**src/mtb_pkg.sv**
```systemverilog
// What this block does
// - primary prescaler divides input clock by two to the code; 111 reserved.
// - primary period register is 16-bit read/write, resets to all ones.
// - primary compare holds 13 bits in 15..3; bits 2..0 read zero.
// - one compare count is one counter step; usable step is eight counts.
// - secondary event interrupt enable gates the event; pending flag is read-only.
// - immediate update loads the secondary period at once, else at rollover.
// - sync polarity makes sync input and secondary sync output active low.
// - sync output enable lets the secondary sync output pulse.
// - external sync enable lets the selected source restart the secondary base.
// - secondary base has its own prescaler field with the same encoding.
// - secondary period register is 16-bit read/write, resets to all ones.
// - secondary compare register is separate and resets to zero.
// - secondary compare holds 13 bits in 15..3; bits 2..0 read zero.
package mtb_pkg;
    // byte offsets of the register words
    localparam logic [5:0] OFS_PRI_PERIOD = 6'h00;
    localparam logic [5:0] OFS_PRI_COMPARE = 6'h04;
    localparam logic [5:0] OFS_SEC_CONTROL = 6'h08;
    localparam logic [5:0] OFS_SEC_DIVIDER = 6'h0c;
    localparam logic [5:0] OFS_SEC_PERIOD = 6'h10;
    localparam logic [5:0] OFS_SEC_COMPARE = 6'h14;
    localparam logic [5:0] OFS_PRI_DIVIDER = 6'h18;
    localparam logic [5:0] OFS_ENABLE = 6'h1c;
    localparam logic [5:0] OFS_IRQ_STATUS = 6'h20;
    localparam logic [5:0] OFS_IRQ_MASK = 6'h24;
    localparam logic [5:0] OFS_COUNTERS = 6'h28;
    // secondary control field positions, and the compare field position
    localparam int POS_PENDING = 12;
    localparam int POS_IRQ_EN = 11;
    localparam int POS_IMMEDIATE = 10;
    localparam int POS_POLARITY = 9;
    localparam int POS_SYNC_OEN = 8;
    localparam int POS_EXT_SYNC = 7;
    localparam int POS_SRC = 4;
    localparam int POS_POSTSCALE = 0;
    localparam int POS_CMP = 3;
    // interrupt status bits
    localparam int IRQ_PRI_EVENT = 0;
    localparam int IRQ_SEC_EVENT = 1;
    localparam int IRQ_PRI_ROLL = 2;
    localparam int IRQ_SEC_ROLL = 3;
    localparam int IRQ_SYNC = 4;
    localparam int IRQ_BITS = 5;
    // reset values and the reserved divider code
    localparam logic [15:0] RST_PERIOD = 16'hffff;
    localparam logic [12:0] RST_COMPARE = 13'h0000;
    localparam logic [2:0] RST_DIVIDER = 3'h0;
    localparam logic [2:0] DIV_RESERVED = 3'h7;
    // sync source codes
    localparam logic [2:0] SRC_SYNC_IN1 = 3'h0;
    localparam logic [2:0] SRC_SYNC_IN2 = 3'h1;
    localparam logic [2:0] SRC_PRI_TRIGGER = 3'h2;
    localparam logic [2:0] SRC_PRI_ROLL = 3'h3;

    typedef struct packed {
        logic [5:0] presc;
        logic [15:0] count;
        logic rollover;
        logic match;
    } mtb_base_state_type;
endpackage : mtb_pkg

```
**src/mtb_base_if.sv**
```systemverilog
`timescale 1ns/1ns
// carries one time base's setup and its events
interface mtb_base_if;
    logic enable;
    logic restart;
    logic [2:0] divider;
    logic [15:0] period;
    logic [15:0] compare;
    logic [15:0] count;
    logic rollover;
    logic match;
    modport ctrl (output enable, output restart, output divider, output period, output compare,
        input count, input rollover, input match);
    modport base (input enable, input restart, input divider, input period, input compare,
        output count, output rollover, output match);
endinterface : mtb_base_if

```
**src/mtb_time_base.sv**
```systemverilog
`timescale 1ns/1ns
module mtb_time_base
    import mtb_pkg::*;
(
    input wire logic i_core_clk,
    input wire logic i_nrst,
    mtb_base_if.base bus
);
    mtb_base_state_type state;
    mtb_base_state_type next_state;
    logic [6:0] one_hot;
    logic [5:0] mask;
    logic tick;

    // prescaler tick: low bits of the free counter all ones
    always_comb
    begin
        one_hot = 7'h01 << bus.divider;
        mask = 6'(one_hot - 7'h01);
        tick = (bus.divider != DIV_RESERVED) && ((state.presc & mask) == mask);
    end

    // counter, rollover and compare match
    always_comb
    begin
        next_state = state;
        next_state.rollover = 1'b0;
        next_state.match = 1'b0;
        if (!bus.enable)
        begin
            next_state.presc = 6'h00;
            next_state.count = 16'h0000;
        end
        else if (bus.restart)
        begin
            next_state.presc = 6'h00; // restart realigns the prescaler too
            next_state.count = 16'h0000;
        end
        else
        begin
            next_state.presc = 6'(state.presc + 6'h01);
            if (tick)
            begin
                next_state.match = (state.count == bus.compare);
                if (state.count >= bus.period)
                begin
                    next_state.count = 16'h0000;
                    next_state.rollover = 1'b1;
                end
                else
                begin
                    next_state.count = 16'(state.count + 16'h0001);
                end
            end
        end
    end

    always_ff @(posedge i_core_clk)
    begin
        if (!i_nrst)
            state <= '0;
        else
            state <= next_state;
    end

    assign bus.count = state.count;
    assign bus.rollover = state.rollover;
    assign bus.match = state.match;
endmodule : mtb_time_base

```
**src/mtb_top.sv**
```systemverilog
// The placing of the registers and the Avalon-MM interface to the registers were decided locally.
`timescale 1ns/1ns
module mtb_top
    import mtb_pkg::*;
(
    input wire logic i_core_clk,
    input wire logic i_nrst,
    input wire logic [5:0] i_avs_address,
    input wire logic i_avs_read,
    input wire logic i_avs_write,
    input wire logic [31:0] i_avs_writedata,
    input wire logic [3:0] i_avs_byteenable,
    output logic [31:0] o_avs_readdata,
    output logic o_avs_waitrequest,
    input wire logic [1:0] i_sync_input,
    output logic o_secondary_sync_out,
    output logic o_primary_trigger,
    output logic o_secondary_trigger,
    output logic o_irq
);
    typedef struct packed {
        logic module_enable;
        logic [2:0] input_clock_divider;
        logic [15:0] primary_period;
        logic [15:0] primary_active_period;
        logic [12:0] primary_event_compare;
        logic event_irq_enable;
        logic immediate_period_update;
        logic sync_polarity;
        logic sync_out_enable;
        logic external_sync_enable;
        logic [2:0] sync_source_select;
        logic [3:0] trigger_postscale;
        logic [2:0] secondary_clock_divider;
        logic [15:0] secondary_period;
        logic [15:0] secondary_active_period;
        logic [12:0] secondary_event_compare;
        logic [3:0] post_count;
        logic [1:0] sync_s1;
        logic [1:0] sync_s2;
        logic [1:0] sync_s3;
        logic [1:0] sync_level;
        logic sec_restart;
        logic [IRQ_BITS-1:0] irq_status;
        logic [IRQ_BITS-1:0] irq_mask;
        logic served;
        logic [31:0] readdata;
        logic primary_trigger;
        logic secondary_trigger;
        logic sync_out;
        logic irq;
    } mtb_top_state_type;

    mtb_top_state_type state;
    mtb_top_state_type next_state;
    mtb_base_if pri_if ();
    mtb_base_if sec_if ();

    logic access;
    logic do_write;
    logic [15:0] wr_word;
    logic [15:0] wr_mask;
    logic [1:0] sync_edge;
    logic sync_event;
    logic sec_trigger_fire;
    logic [IRQ_BITS-1:0] irq_set;
    logic [IRQ_BITS-1:0] irq_clear;
    logic [15:0] sec_control_word;

    // primary and secondary counters share one implementation
    mtb_time_base u_primary (
        .i_core_clk(i_core_clk),
        .i_nrst(i_nrst),
        .bus(pri_if.base)
    );

    mtb_time_base u_secondary (
        .i_core_clk(i_core_clk),
        .i_nrst(i_nrst),
        .bus(sec_if.base)
    );

    // time base setup; compare low bits are always zero
    always_comb
    begin
        pri_if.enable = state.module_enable;
        pri_if.restart = 1'b0;
        pri_if.divider = state.input_clock_divider;
        pri_if.period = state.primary_active_period;
        pri_if.compare = {state.primary_event_compare, 3'b000};
        sec_if.enable = state.module_enable;
        sec_if.restart = state.sec_restart;
        sec_if.divider = state.secondary_clock_divider;
        sec_if.period = state.secondary_active_period;
        sec_if.compare = {state.secondary_event_compare, 3'b000};
    end

    // bus slave: first cycle waits and latches read data, second completes
    always_comb
    begin
        access = i_avs_read || i_avs_write;
        do_write = i_avs_write && state.served;
        wr_word = i_avs_writedata[15:0];
        wr_mask = {{8{i_avs_byteenable[1]}}, {8{i_avs_byteenable[0]}}};
    end

    // secondary control word as software sees it
    always_comb
    begin
        sec_control_word = 16'h0000;
        sec_control_word[POS_PENDING] = state.irq_status[IRQ_SEC_EVENT];
        sec_control_word[POS_IRQ_EN] = state.event_irq_enable;
        sec_control_word[POS_IMMEDIATE] = state.immediate_period_update;
        sec_control_word[POS_POLARITY] = state.sync_polarity;
        sec_control_word[POS_SYNC_OEN] = state.sync_out_enable;
        sec_control_word[POS_EXT_SYNC] = state.external_sync_enable;
        sec_control_word[POS_SRC+:3] = state.sync_source_select;
        sec_control_word[POS_POSTSCALE+:4] = state.trigger_postscale;
    end

    // a sync input edge counts once the second and third stages agree
    always_comb
    begin
        for (int i = 0; i < 2; i++)
        begin
            sync_edge[i] = (state.sync_s2[i] == state.sync_s3[i]) && (state.sync_s3[i] != state.sync_level[i])
                && (state.sync_s3[i] == !state.sync_polarity);
        end
    end

    // restart source choice; reserved codes never restart
    always_comb
    begin
        case (state.sync_source_select)
            SRC_SYNC_IN1: sync_event = sync_edge[0];
            SRC_SYNC_IN2: sync_event = sync_edge[1];
            SRC_PRI_TRIGGER: sync_event = pri_if.match;
            SRC_PRI_ROLL: sync_event = pri_if.rollover;
            default: sync_event = 1'b0;
        endcase
    end

    // postscaled trigger from secondary compare matches
    always_comb
    begin
        sec_trigger_fire = sec_if.match && (state.post_count == state.trigger_postscale);
    end

    // interrupt events; secondary event only when its enable is set
    always_comb
    begin
        irq_set = '0;
        irq_set[IRQ_PRI_EVENT] = pri_if.match;
        irq_set[IRQ_SEC_EVENT] = sec_trigger_fire && state.event_irq_enable;
        irq_set[IRQ_PRI_ROLL] = pri_if.rollover;
        irq_set[IRQ_SEC_ROLL] = sec_if.rollover;
        irq_set[IRQ_SYNC] = state.sec_restart;
        irq_clear = '0;
        if (do_write && i_avs_address == OFS_IRQ_STATUS && i_avs_byteenable[0])
            irq_clear = i_avs_writedata[IRQ_BITS-1:0];
    end

    // next state of everything
    always_comb
    begin
        next_state = state;
        // synchronisers; only the second stage reads the first
        next_state.sync_s1 = i_sync_input;
        next_state.sync_s2 = state.sync_s1;
        next_state.sync_s3 = state.sync_s2;
        for (int i = 0; i < 2; i++)
        begin
            if (state.sync_s2[i] == state.sync_s3[i])
                next_state.sync_level[i] = state.sync_s3[i];
        end
        // restart lands one cycle after the source event
        next_state.sec_restart = state.module_enable && state.external_sync_enable && sync_event;

        // postscale counter
        if (!state.module_enable || state.sec_restart)
            next_state.post_count = 4'h0;
        else if (sec_trigger_fire)
            next_state.post_count = 4'h0;
        else if (sec_if.match)
            next_state.post_count = 4'(state.post_count + 4'h1);

        // output pulses
        next_state.primary_trigger = pri_if.match;
        next_state.secondary_trigger = sec_trigger_fire;
        next_state.sync_out = (state.sync_out_enable && sec_if.rollover) ^ state.sync_polarity;

        // period shadows move to the active copies at a cycle boundary or while stopped
        if (!state.module_enable || pri_if.rollover)
            next_state.primary_active_period = state.primary_period;
        if (!state.module_enable || sec_if.rollover)
            next_state.secondary_active_period = state.secondary_period;

        // interrupt status: set wins over a write-one clear
        next_state.irq_status = (state.irq_status & ~irq_clear) | irq_set;
        next_state.irq = |(next_state.irq_status & state.irq_mask);

        // bus handshake
        next_state.served = access && !state.served;
        if (access && !state.served)
        begin
            next_state.readdata = 32'h0000_0000; // unmapped reads give zero
            if (i_avs_read)
            begin
                case (i_avs_address)
                    OFS_PRI_PERIOD: next_state.readdata = {16'h0000, state.primary_period};
                    OFS_PRI_COMPARE: next_state.readdata = {16'h0000, state.primary_event_compare, 3'b000};
                    OFS_SEC_CONTROL: next_state.readdata = {16'h0000, sec_control_word};
                    OFS_SEC_DIVIDER: next_state.readdata = {29'h0000_0000, state.secondary_clock_divider};
                    OFS_SEC_PERIOD: next_state.readdata = {16'h0000, state.secondary_period};
                    OFS_SEC_COMPARE: next_state.readdata = {16'h0000, state.secondary_event_compare, 3'b000};
                    OFS_PRI_DIVIDER: next_state.readdata = {29'h0000_0000, state.input_clock_divider};
                    OFS_ENABLE: next_state.readdata = {31'h0000_0000, state.module_enable};
                    OFS_IRQ_STATUS: next_state.readdata = {27'h0000_0000, state.irq_status};
                    OFS_IRQ_MASK: next_state.readdata = {27'h0000_0000, state.irq_mask};
                    OFS_COUNTERS: next_state.readdata = {sec_if.count, pri_if.count};
                    default: next_state.readdata = 32'h0000_0000;
                endcase
            end
        end

        // register writes; prescaler changes while running are the user's risk
        if (do_write)
        begin
            case (i_avs_address)
                OFS_PRI_PERIOD:
                begin
                    next_state.primary_period = (state.primary_period & ~wr_mask) | (wr_word & wr_mask);
                end
                OFS_PRI_COMPARE:
                begin
                    next_state.primary_event_compare = 13'(((
                        {state.primary_event_compare, 3'b000} & ~wr_mask) | (wr_word & wr_mask)) >> POS_CMP);
                end
                OFS_SEC_CONTROL:
                begin
                    if (i_avs_byteenable[1])
                    begin
                        next_state.event_irq_enable = wr_word[POS_IRQ_EN];
                        next_state.immediate_period_update = wr_word[POS_IMMEDIATE];
                        next_state.sync_polarity = wr_word[POS_POLARITY];
                        next_state.sync_out_enable = wr_word[POS_SYNC_OEN];
                    end
                    if (i_avs_byteenable[0])
                    begin
                        next_state.external_sync_enable = wr_word[POS_EXT_SYNC];
                        next_state.sync_source_select = wr_word[POS_SRC+:3];
                        next_state.trigger_postscale = wr_word[POS_POSTSCALE+:4];
                    end
                end
                OFS_SEC_DIVIDER:
                begin
                    if (i_avs_byteenable[0])
                        next_state.secondary_clock_divider = wr_word[2:0];
                end
                OFS_SEC_PERIOD:
                begin
                    next_state.secondary_period = (state.secondary_period & ~wr_mask) | (wr_word & wr_mask);
                    if (state.immediate_period_update)
                        next_state.secondary_active_period = next_state.secondary_period;
                end
                OFS_SEC_COMPARE:
                begin
                    next_state.secondary_event_compare = 13'(((
                        {state.secondary_event_compare, 3'b000} & ~wr_mask) | (wr_word & wr_mask)) >> POS_CMP);
                end
                OFS_PRI_DIVIDER:
                begin
                    if (i_avs_byteenable[0])
                        next_state.input_clock_divider = wr_word[2:0];
                end
                OFS_ENABLE:
                begin
                    if (i_avs_byteenable[0])
                        next_state.module_enable = wr_word[0];
                end
                OFS_IRQ_MASK:
                begin
                    if (i_avs_byteenable[0])
                        next_state.irq_mask = wr_word[IRQ_BITS-1:0];
                end
                default:
                begin
                    next_state.served = 1'b0; // unmapped writes are dropped
                end
            endcase
        end
    end

    // one register for all state
    always_ff @(posedge i_core_clk)
    begin
        if (!i_nrst)
        begin
            state <= '0;
            state.input_clock_divider <= RST_DIVIDER;
            state.secondary_clock_divider <= RST_DIVIDER;
            state.primary_period <= RST_PERIOD;
            state.primary_active_period <= RST_PERIOD;
            state.secondary_period <= RST_PERIOD;
            state.secondary_active_period <= RST_PERIOD;
            state.primary_event_compare <= RST_COMPARE;
            state.secondary_event_compare <= RST_COMPARE;
        end
        else
        begin
            state <= next_state;
        end
    end

    // bus answer and outputs
    assign o_avs_waitrequest = access && !state.served;
    assign o_avs_readdata = state.readdata;
    assign o_primary_trigger = state.primary_trigger;
    assign o_secondary_trigger = state.secondary_trigger;
    assign o_secondary_sync_out = state.sync_out;
    assign o_irq = state.irq;
endmodule : mtb_top

```
**config.mk**
```make
export PLATFORM = sky130hd
export DESIGN_NAME = mtb_top
export DESIGN_NICKNAME = d
export VERILOG_FILES = /design/src/mtb_pkg.sv /design/src/mtb_base_if.sv /design/src/mtb_time_base.sv /design/src/mtb_top.sv
export SDC_FILE = /design/constraint.sdc
export NUM_CORES = 1
export LEC_CHECK = 0
export BUFFER_PORTS_ARGS = -buffer_cell sky130_fd_sc_hd__buf_2
export CAP_MARGIN = 10
export CELL_PAD_IN_SITES_DETAIL_PLACEMENT = 0
export CELL_PAD_IN_SITES_GLOBAL_PLACEMENT = 2
export CORE_ASPECT_RATIO = 0.6
export CORE_UTILIZATION = 40
export DETAILED_ROUTE_END_ITERATION = 16
export PLACE_DENSITY_LB_ADDON = 0.1
export SLEW_MARGIN = 20
export SYNTH_ARGS = -nofsm -noshare
export SYNTH_HDL_FRONTEND = slang
export SYNTH_HIERARCHICAL = 1
export SYNTH_SLANG_ARGS = --single-unit
```
**constraint.sdc**
```tcl
create_clock -name i_core_clk -period 6.55 [get_ports i_core_clk]
set_input_delay 0.655 -clock i_core_clk [delete_from_list [all_inputs] [get_ports i_core_clk]]
set_output_delay 0.655 -clock i_core_clk [all_outputs]
set_load 0.02 [all_outputs]
```
Yosys cells after proc, flatten, opt, wreduce, memory -nomap -nowiden
Index checks and enable logic that the tools add are counted.

word-level totals
  logic and storage cells = 152
  bits of input ports = 48
  register bits = 217

operators by class
  eq/ne operators = 26
  $add $sub $neg = 7
  bitwise operators = 20
  muxes and demuxes = 15
  $lt $le $gt $ge = 2
  shift-type cells = 2
  reduce and logical (&&, ||, !) cells = 41

operators by type and width
  cell                                               count
  case mux 32 bit (11 select lines)                  1
  bitwise AND 16 bit                                 5
  2-to-1 mux 16 bit                                  5
  bitwise OR 16 bit                                  4
  adder 16 x 1 -> 16 bit (second input constant)     2
  == test 16 bit                                     2
  >= comparator 16 bit                               2
  2-to-1 mux 32 bit                                  1
  2-to-1 mux 29 bit                                  1
  == test 6 x 5 -> 1 bit (second input constant)     4
  AND reduction 3 bit                                7
  == test 6 bit (second input constant)              3
  inverter 16 bit                                    1
  logical AND 1 bit                                  15
  2-to-1 mux 13 bit                                  1
  adder 6 x 1 -> 6 bit (second input constant)       2
  bitwise AND 6 bit                                  2
  == test 6 x 4 -> 1 bit (second input constant)     2
  == test 6 bit                                      2
  << shifter 1 x 3 -> 6 bit (first input constant)   2
  subtractor 6 x 1 -> 6 bit (second input constant)  2
  bitwise AND 5 bit                                  2
  AND reduction 2 bit                                5
  OR reduction 9 bit                                 1
  22 further kinds                                   39

Longest topological paths before layout
  depth in word-level cells = 9
  mapped depth = 8
  depth with buffers taken out = 7

Cells and area by module
Netlist, hierarchy kept.

modules (own cells, without submodules)
  module         cells each  area an instance (sq um)  instances  seq. area each (sq um)
  mtb_top        863         7418.4                    1          3383.2
  mtb_time_base  215         1866.8                    2          480.5

Least setup slack after synthesis
OpenSTA, ideal clock, no wires.

  path kind = input-to-reg
  start = in i_avs_address[4]
  end = reg state, in the netlist sec_if.period[13]
  arrival = 2.160 ns
  setup slack = 4.258 ns
  cell stages on the path = 7
  library setup time = 0.131 ns
  cell sequence = buf_4 > or4b_4 > nor3_4 > nand4_2 > buf_4 > a211oi_2 > o21ai_1

between the ends
  word-level cells in the longest chain between the ends = 3

RTL lines
  element                 line            source
  from (decl)             mtb_top.sv:8    input wire logic [5:0] i_avs_address,
  == test 6 x 5 -> 1 bit  mtb_top.sv:229  case (i_avs_address)
  2-to-1 mux 16 bit       mtb_top.sv:229
  2-to-1 mux 29 bit       mtb_top.sv:227  if (do_write)
  to (signal assigned)    mtb_top.sv:311  state <= next_state;
  to (decl)               mtb_top.sv:54   mtb_top_state_type state;

Every way passes these cells.
A chain may end at the register's enable or synchronous reset.

Final worst setup path
  start = reg u_secondary.state, in the netlist u_secondary/bus.count[13]
  end = reg u_secondary.state, in the netlist u_secondary/bus.count[13]

between the ends
  word-level cells in the longest chain between the ends = 2
  elaborated cells between the ends (all ways) = 3
  those cells by class = add/sub (1); order compare (1); mux (1)

RTL lines
  element                                                                line                                      source
  from (decl)                                                            mtb_time_base.sv:9                        mtb_base_state_type state;
  from (signal assigned)                                                 mtb_time_base.sv:63                       state <= next_state;
  adder 16 x 1 -> 16 bit / >= comparator 16 bit (equally long branches)  mtb_time_base.sv:52, mtb_time_base.sv:45
  2-to-1 mux 16 bit (*)                                                  mtb_time_base.sv:45                       if (state.count >= bus.period)

Every way passes the cells marked *; elsewhere a longest branch is shown, timed or not.

==> flow_summary.json <==
{
  "hold_violations": 0,
  "worst-path-max-fanout": 16,
  "syn_avg_cell_area_um2": 8.625,
  "fin_ws_ns": 3.750,
  "ys_types": 65,
  "cts_buffer_depth": 3,
  "die_w_um": 217.6,
  "cts_root_buffer": "clkbuf_16",
  "yosys_warnings": 6,
  "worstRegToRegCells": 6,
  "gp_congestion": 0.8163,
  "worst_slew_pin_slew_ns": 1.083,
  "status": "completed",
  "final_cell_mix": "dfxtp_1, nand2_1, nand3_1",
  "port_buffers": 66,
  "min_to": "next_state[53]$_SDFF_PN0_",
  "power_density_nw_per_um2": 231.4,
  "postCtsSetupBuffers": 0,
  "critPathLaunchType": "register",
  "final_common_cell": "dfxtp_1",
  "hold_start": "i_sync_input[1]",
  "slowest_delay_ns": 0.57,
  "grt_max_degree": 45,
  "drtIter0Drc": 949,
  "fmax_mhz": 357.1,
  "cts.clk_slew.worst_paths_ns": 0.06,
  "critPathRequiredTime_ns": 6.92,
  "ir_drop_uv": 163.4,
  "hp-class": "in2reg",
  "rr_startpoint": "u_secondary/bus.count[13]$_SDFFE_PP0P_",
  "viasPerCell": 5.553,
  "die_h_um": 131.3,
  "grt_pass1_vias": 8307,
  "r2r-end": "u_secondary/bus.count[13]$_SDFFE_PP0P_",
  "wirelength_um": 33910,
  "grt_overflow_total": 0,
  "final_cells": 1642,
  "first_pass_iters": 6,
  "cts-htree-levels": 1,
  "relSlewSlack_pct": 27.21,
  "period_share_pct": 42.75,
  "synth-edff-count": 0,
  "ys.flop_type": "dfxtp_1",
  "coreArea_um2": 26880,
  "cp_slowest_cell": "a31oi_4",
  "yosysTopAreaCellShare_pct": 38.95,
  "hold_buffers": 0,
  "cts_sinks": 217,
  "synth_area_leaders": "dfxtp_1, nand3_1, nand2_1, buf_4, ha_1",
  "grt_usage_pct": 23.69,
  "vias": 9118,
  "leakage_nw": 5.129,
  "synth_area_um2": 11150,
  "post_cts_resized": 0,
  "rsz0062_at_grt": "false",
  "area_growth_pct": 7.797,
  "num_rows": 46,
  "die-area_um2": 28570,
  "routed_wire_length_per_instance_um": 20.65,
  "dp_hpwl_um": 24400,
  "ys_async_sr_fraction_pct": 0,
  "yosys_register_bits": 217,
  "io_pins": 85,
  "critPathCaptureType": "register",
  "fin_crit_ns": 2.800,
  "setup_viol": 0,
  "skew_ns": 0.01051,
  "holdPathStages": 2,
  "antenna_found_initial": 0,
  "place_inst": 1603,
  "ys_seq_area_share_pct": 38.95,
  "clock_latency_ns": 0.52,
  "pre_cts_ws_ns": 3.329,
  "ant_nets": 0,
  "synth_cells": 1293,
  "worstSetupPathType": "reg2reg",
  "cap_violations": 0,
  "drc": 0,
  "drive_gt1_share_pct": 12.56,
  "rrSetupSlack_ns": 3.75,
  "cts_tree": "yes",
  "slew_viol_final": 0,
  "tns_ns": 0,
  "antennaDiodeCount": 0,
  "grt_first_pass_wirelength_um": 52450,
  "arrival_ns": 3.17,
  "yosysTopAreaCell": "dfxtp_1",
  "cp_cell_sequence": "ha_1 -> nand4_1 -> or3_1 -> or4_4 -> a31oi_4 -> nor3_1",
  "start_util_pct": 41.49,
  "cts_buffers": 23,
  "final_nets": 1353
}
==> Yosys cell counts, types with 3 or more instances <==
master / count
or3_1: 6
nor3_1: 24
buf_4: 68
o21ai_0: 22
nor2_1: 70
o211ai_1: 3
inv_1: 39
and2_1: 12
and3_1: 6
nor4_1: 27
nand2b_1: 8
clkbuf_1: 49
nor3_2: 20
a311oi_1: 4
a21o_1: 19
o2bb2ai_1: 4
nand3_1: 116
and4_1: 5
a2bb2oi_1: 4
or4_4: 3
a222oi_1: 20
nand4_1: 15
dfxtp_1: 217
ha_1: 37
a22oi_1: 26
o21ai_1: 7
nor4b_1: 3
buf_6: 3
a211oi_2: 7
a31oi_1: 6
xor2_1: 44
nand2_1: 151
mux2i_1: 36
a211oi_1: 21
a21oi_1: 66
nor2b_1: 36
xnor2_1: 34
buf_2: 14
==> metrics by stage <==
step / util (%) / hold WS [ns] / area [um^2] / total power [mW]
2_1_floorplan: - / 0.4119 / 11170 / 1.406
3_3_place_gp: 41.89 / 0.4284 / 11260 / 1.451
3_5_place_dp: 41.91 / 0.4304 / 11260 / 1.451
4_1_cts: 44.73 / 0.3250 / 12020 / 2.812
5_1_grt: 44.73 / 0.3291 / 12020 / 2.866
6_report: 44.73 / 0.3404 / 12020 / 2.782
==> worst max-delay path, delay by kind of cell, from the launching register on <==
| kind | cells | cell delay, ns |
|---|---|---|
| AND/OR/NAND/NOR | 4 | 1.26 |
| AO/OA/AOI/OAI | 1 | 0.57 |
| flip-flops | 1 | 0.45 |
| adder cells (fa/ha/maj) | 1 | 0.37 |
==> where the power goes <==
part           switching [mW]  internal (mW)  leakage, nW
Sequential            0.00335           1.32         1.75
Clock                   0.553          0.808        0.371
Combinational          0.0725         0.0240         3.01
Total                   0.628           2.15         5.13
==> worst max path at each step <==
stage	startpoint	cells after the start	endpoint	slack [ns]
after floorplan	i_avs_address[4]	7	sec_if.period[13]$_SDFF_PN1_	4.26
after global placement	i_avs_address[1]	6	o_avs_readdata[17]$_SDFFE_PN0P_	3.32
after detailed placement	i_avs_address[1]	6	o_avs_readdata[21]$_SDFFE_PN0P_	3.33
after CTS	u_secondary/bus.count[13]$_SDFFE_PP0P_	6	u_secondary/bus.count[13]$_SDFFE_PP0P_	3.77
after global routing	u_secondary/bus.count[15]$_SDFFE_PP0P_	6	u_secondary/bus.count[11]$_SDFFE_PP0P_	3.60
final	u_secondary/bus.count[13]$_SDFFE_PP0P_	6	u_secondary/bus.count[13]$_SDFFE_PP0P_	3.75
==> metal layers <==
layer	track usage, %	routed length (um)	up-vias
li1	-	-	4486
met1	38.84	18270	4360
met2	30.87	12790	243
met3	5.324	2498	29
met4	3.052	352	0
met5	0	0	-
==> layout make-up <==
cell class | instances | area, um^2
flip-flops and latches | 217 | 4344
well taps | 360 | 450.4
clock buffers | 34 | 656.9
inverters | 40 | 150.1
repair buffers | 81 | 442.9
clock inverters | 5 | 100.1
multi-input cells | 905 | 5877
fillers | 2698 | 14860
==> kinds of logic after synthesis <==
family / Yosys count / synth area share, %
flip-flops: 217 / 38.95
AND/OR/NAND/NOR: 520 / 24.31
adder cells (fa/ha/maj): 37 / 4.151
buffers and inverters: 177 / 8.617
XOR/XNOR: 78 / 6.126
other: 1 / 0.03363
AO/OA/AOI/OAI: 226 / 14.37
multiplexers: 37 / 3.433
(Power assumes the default switching activity.)
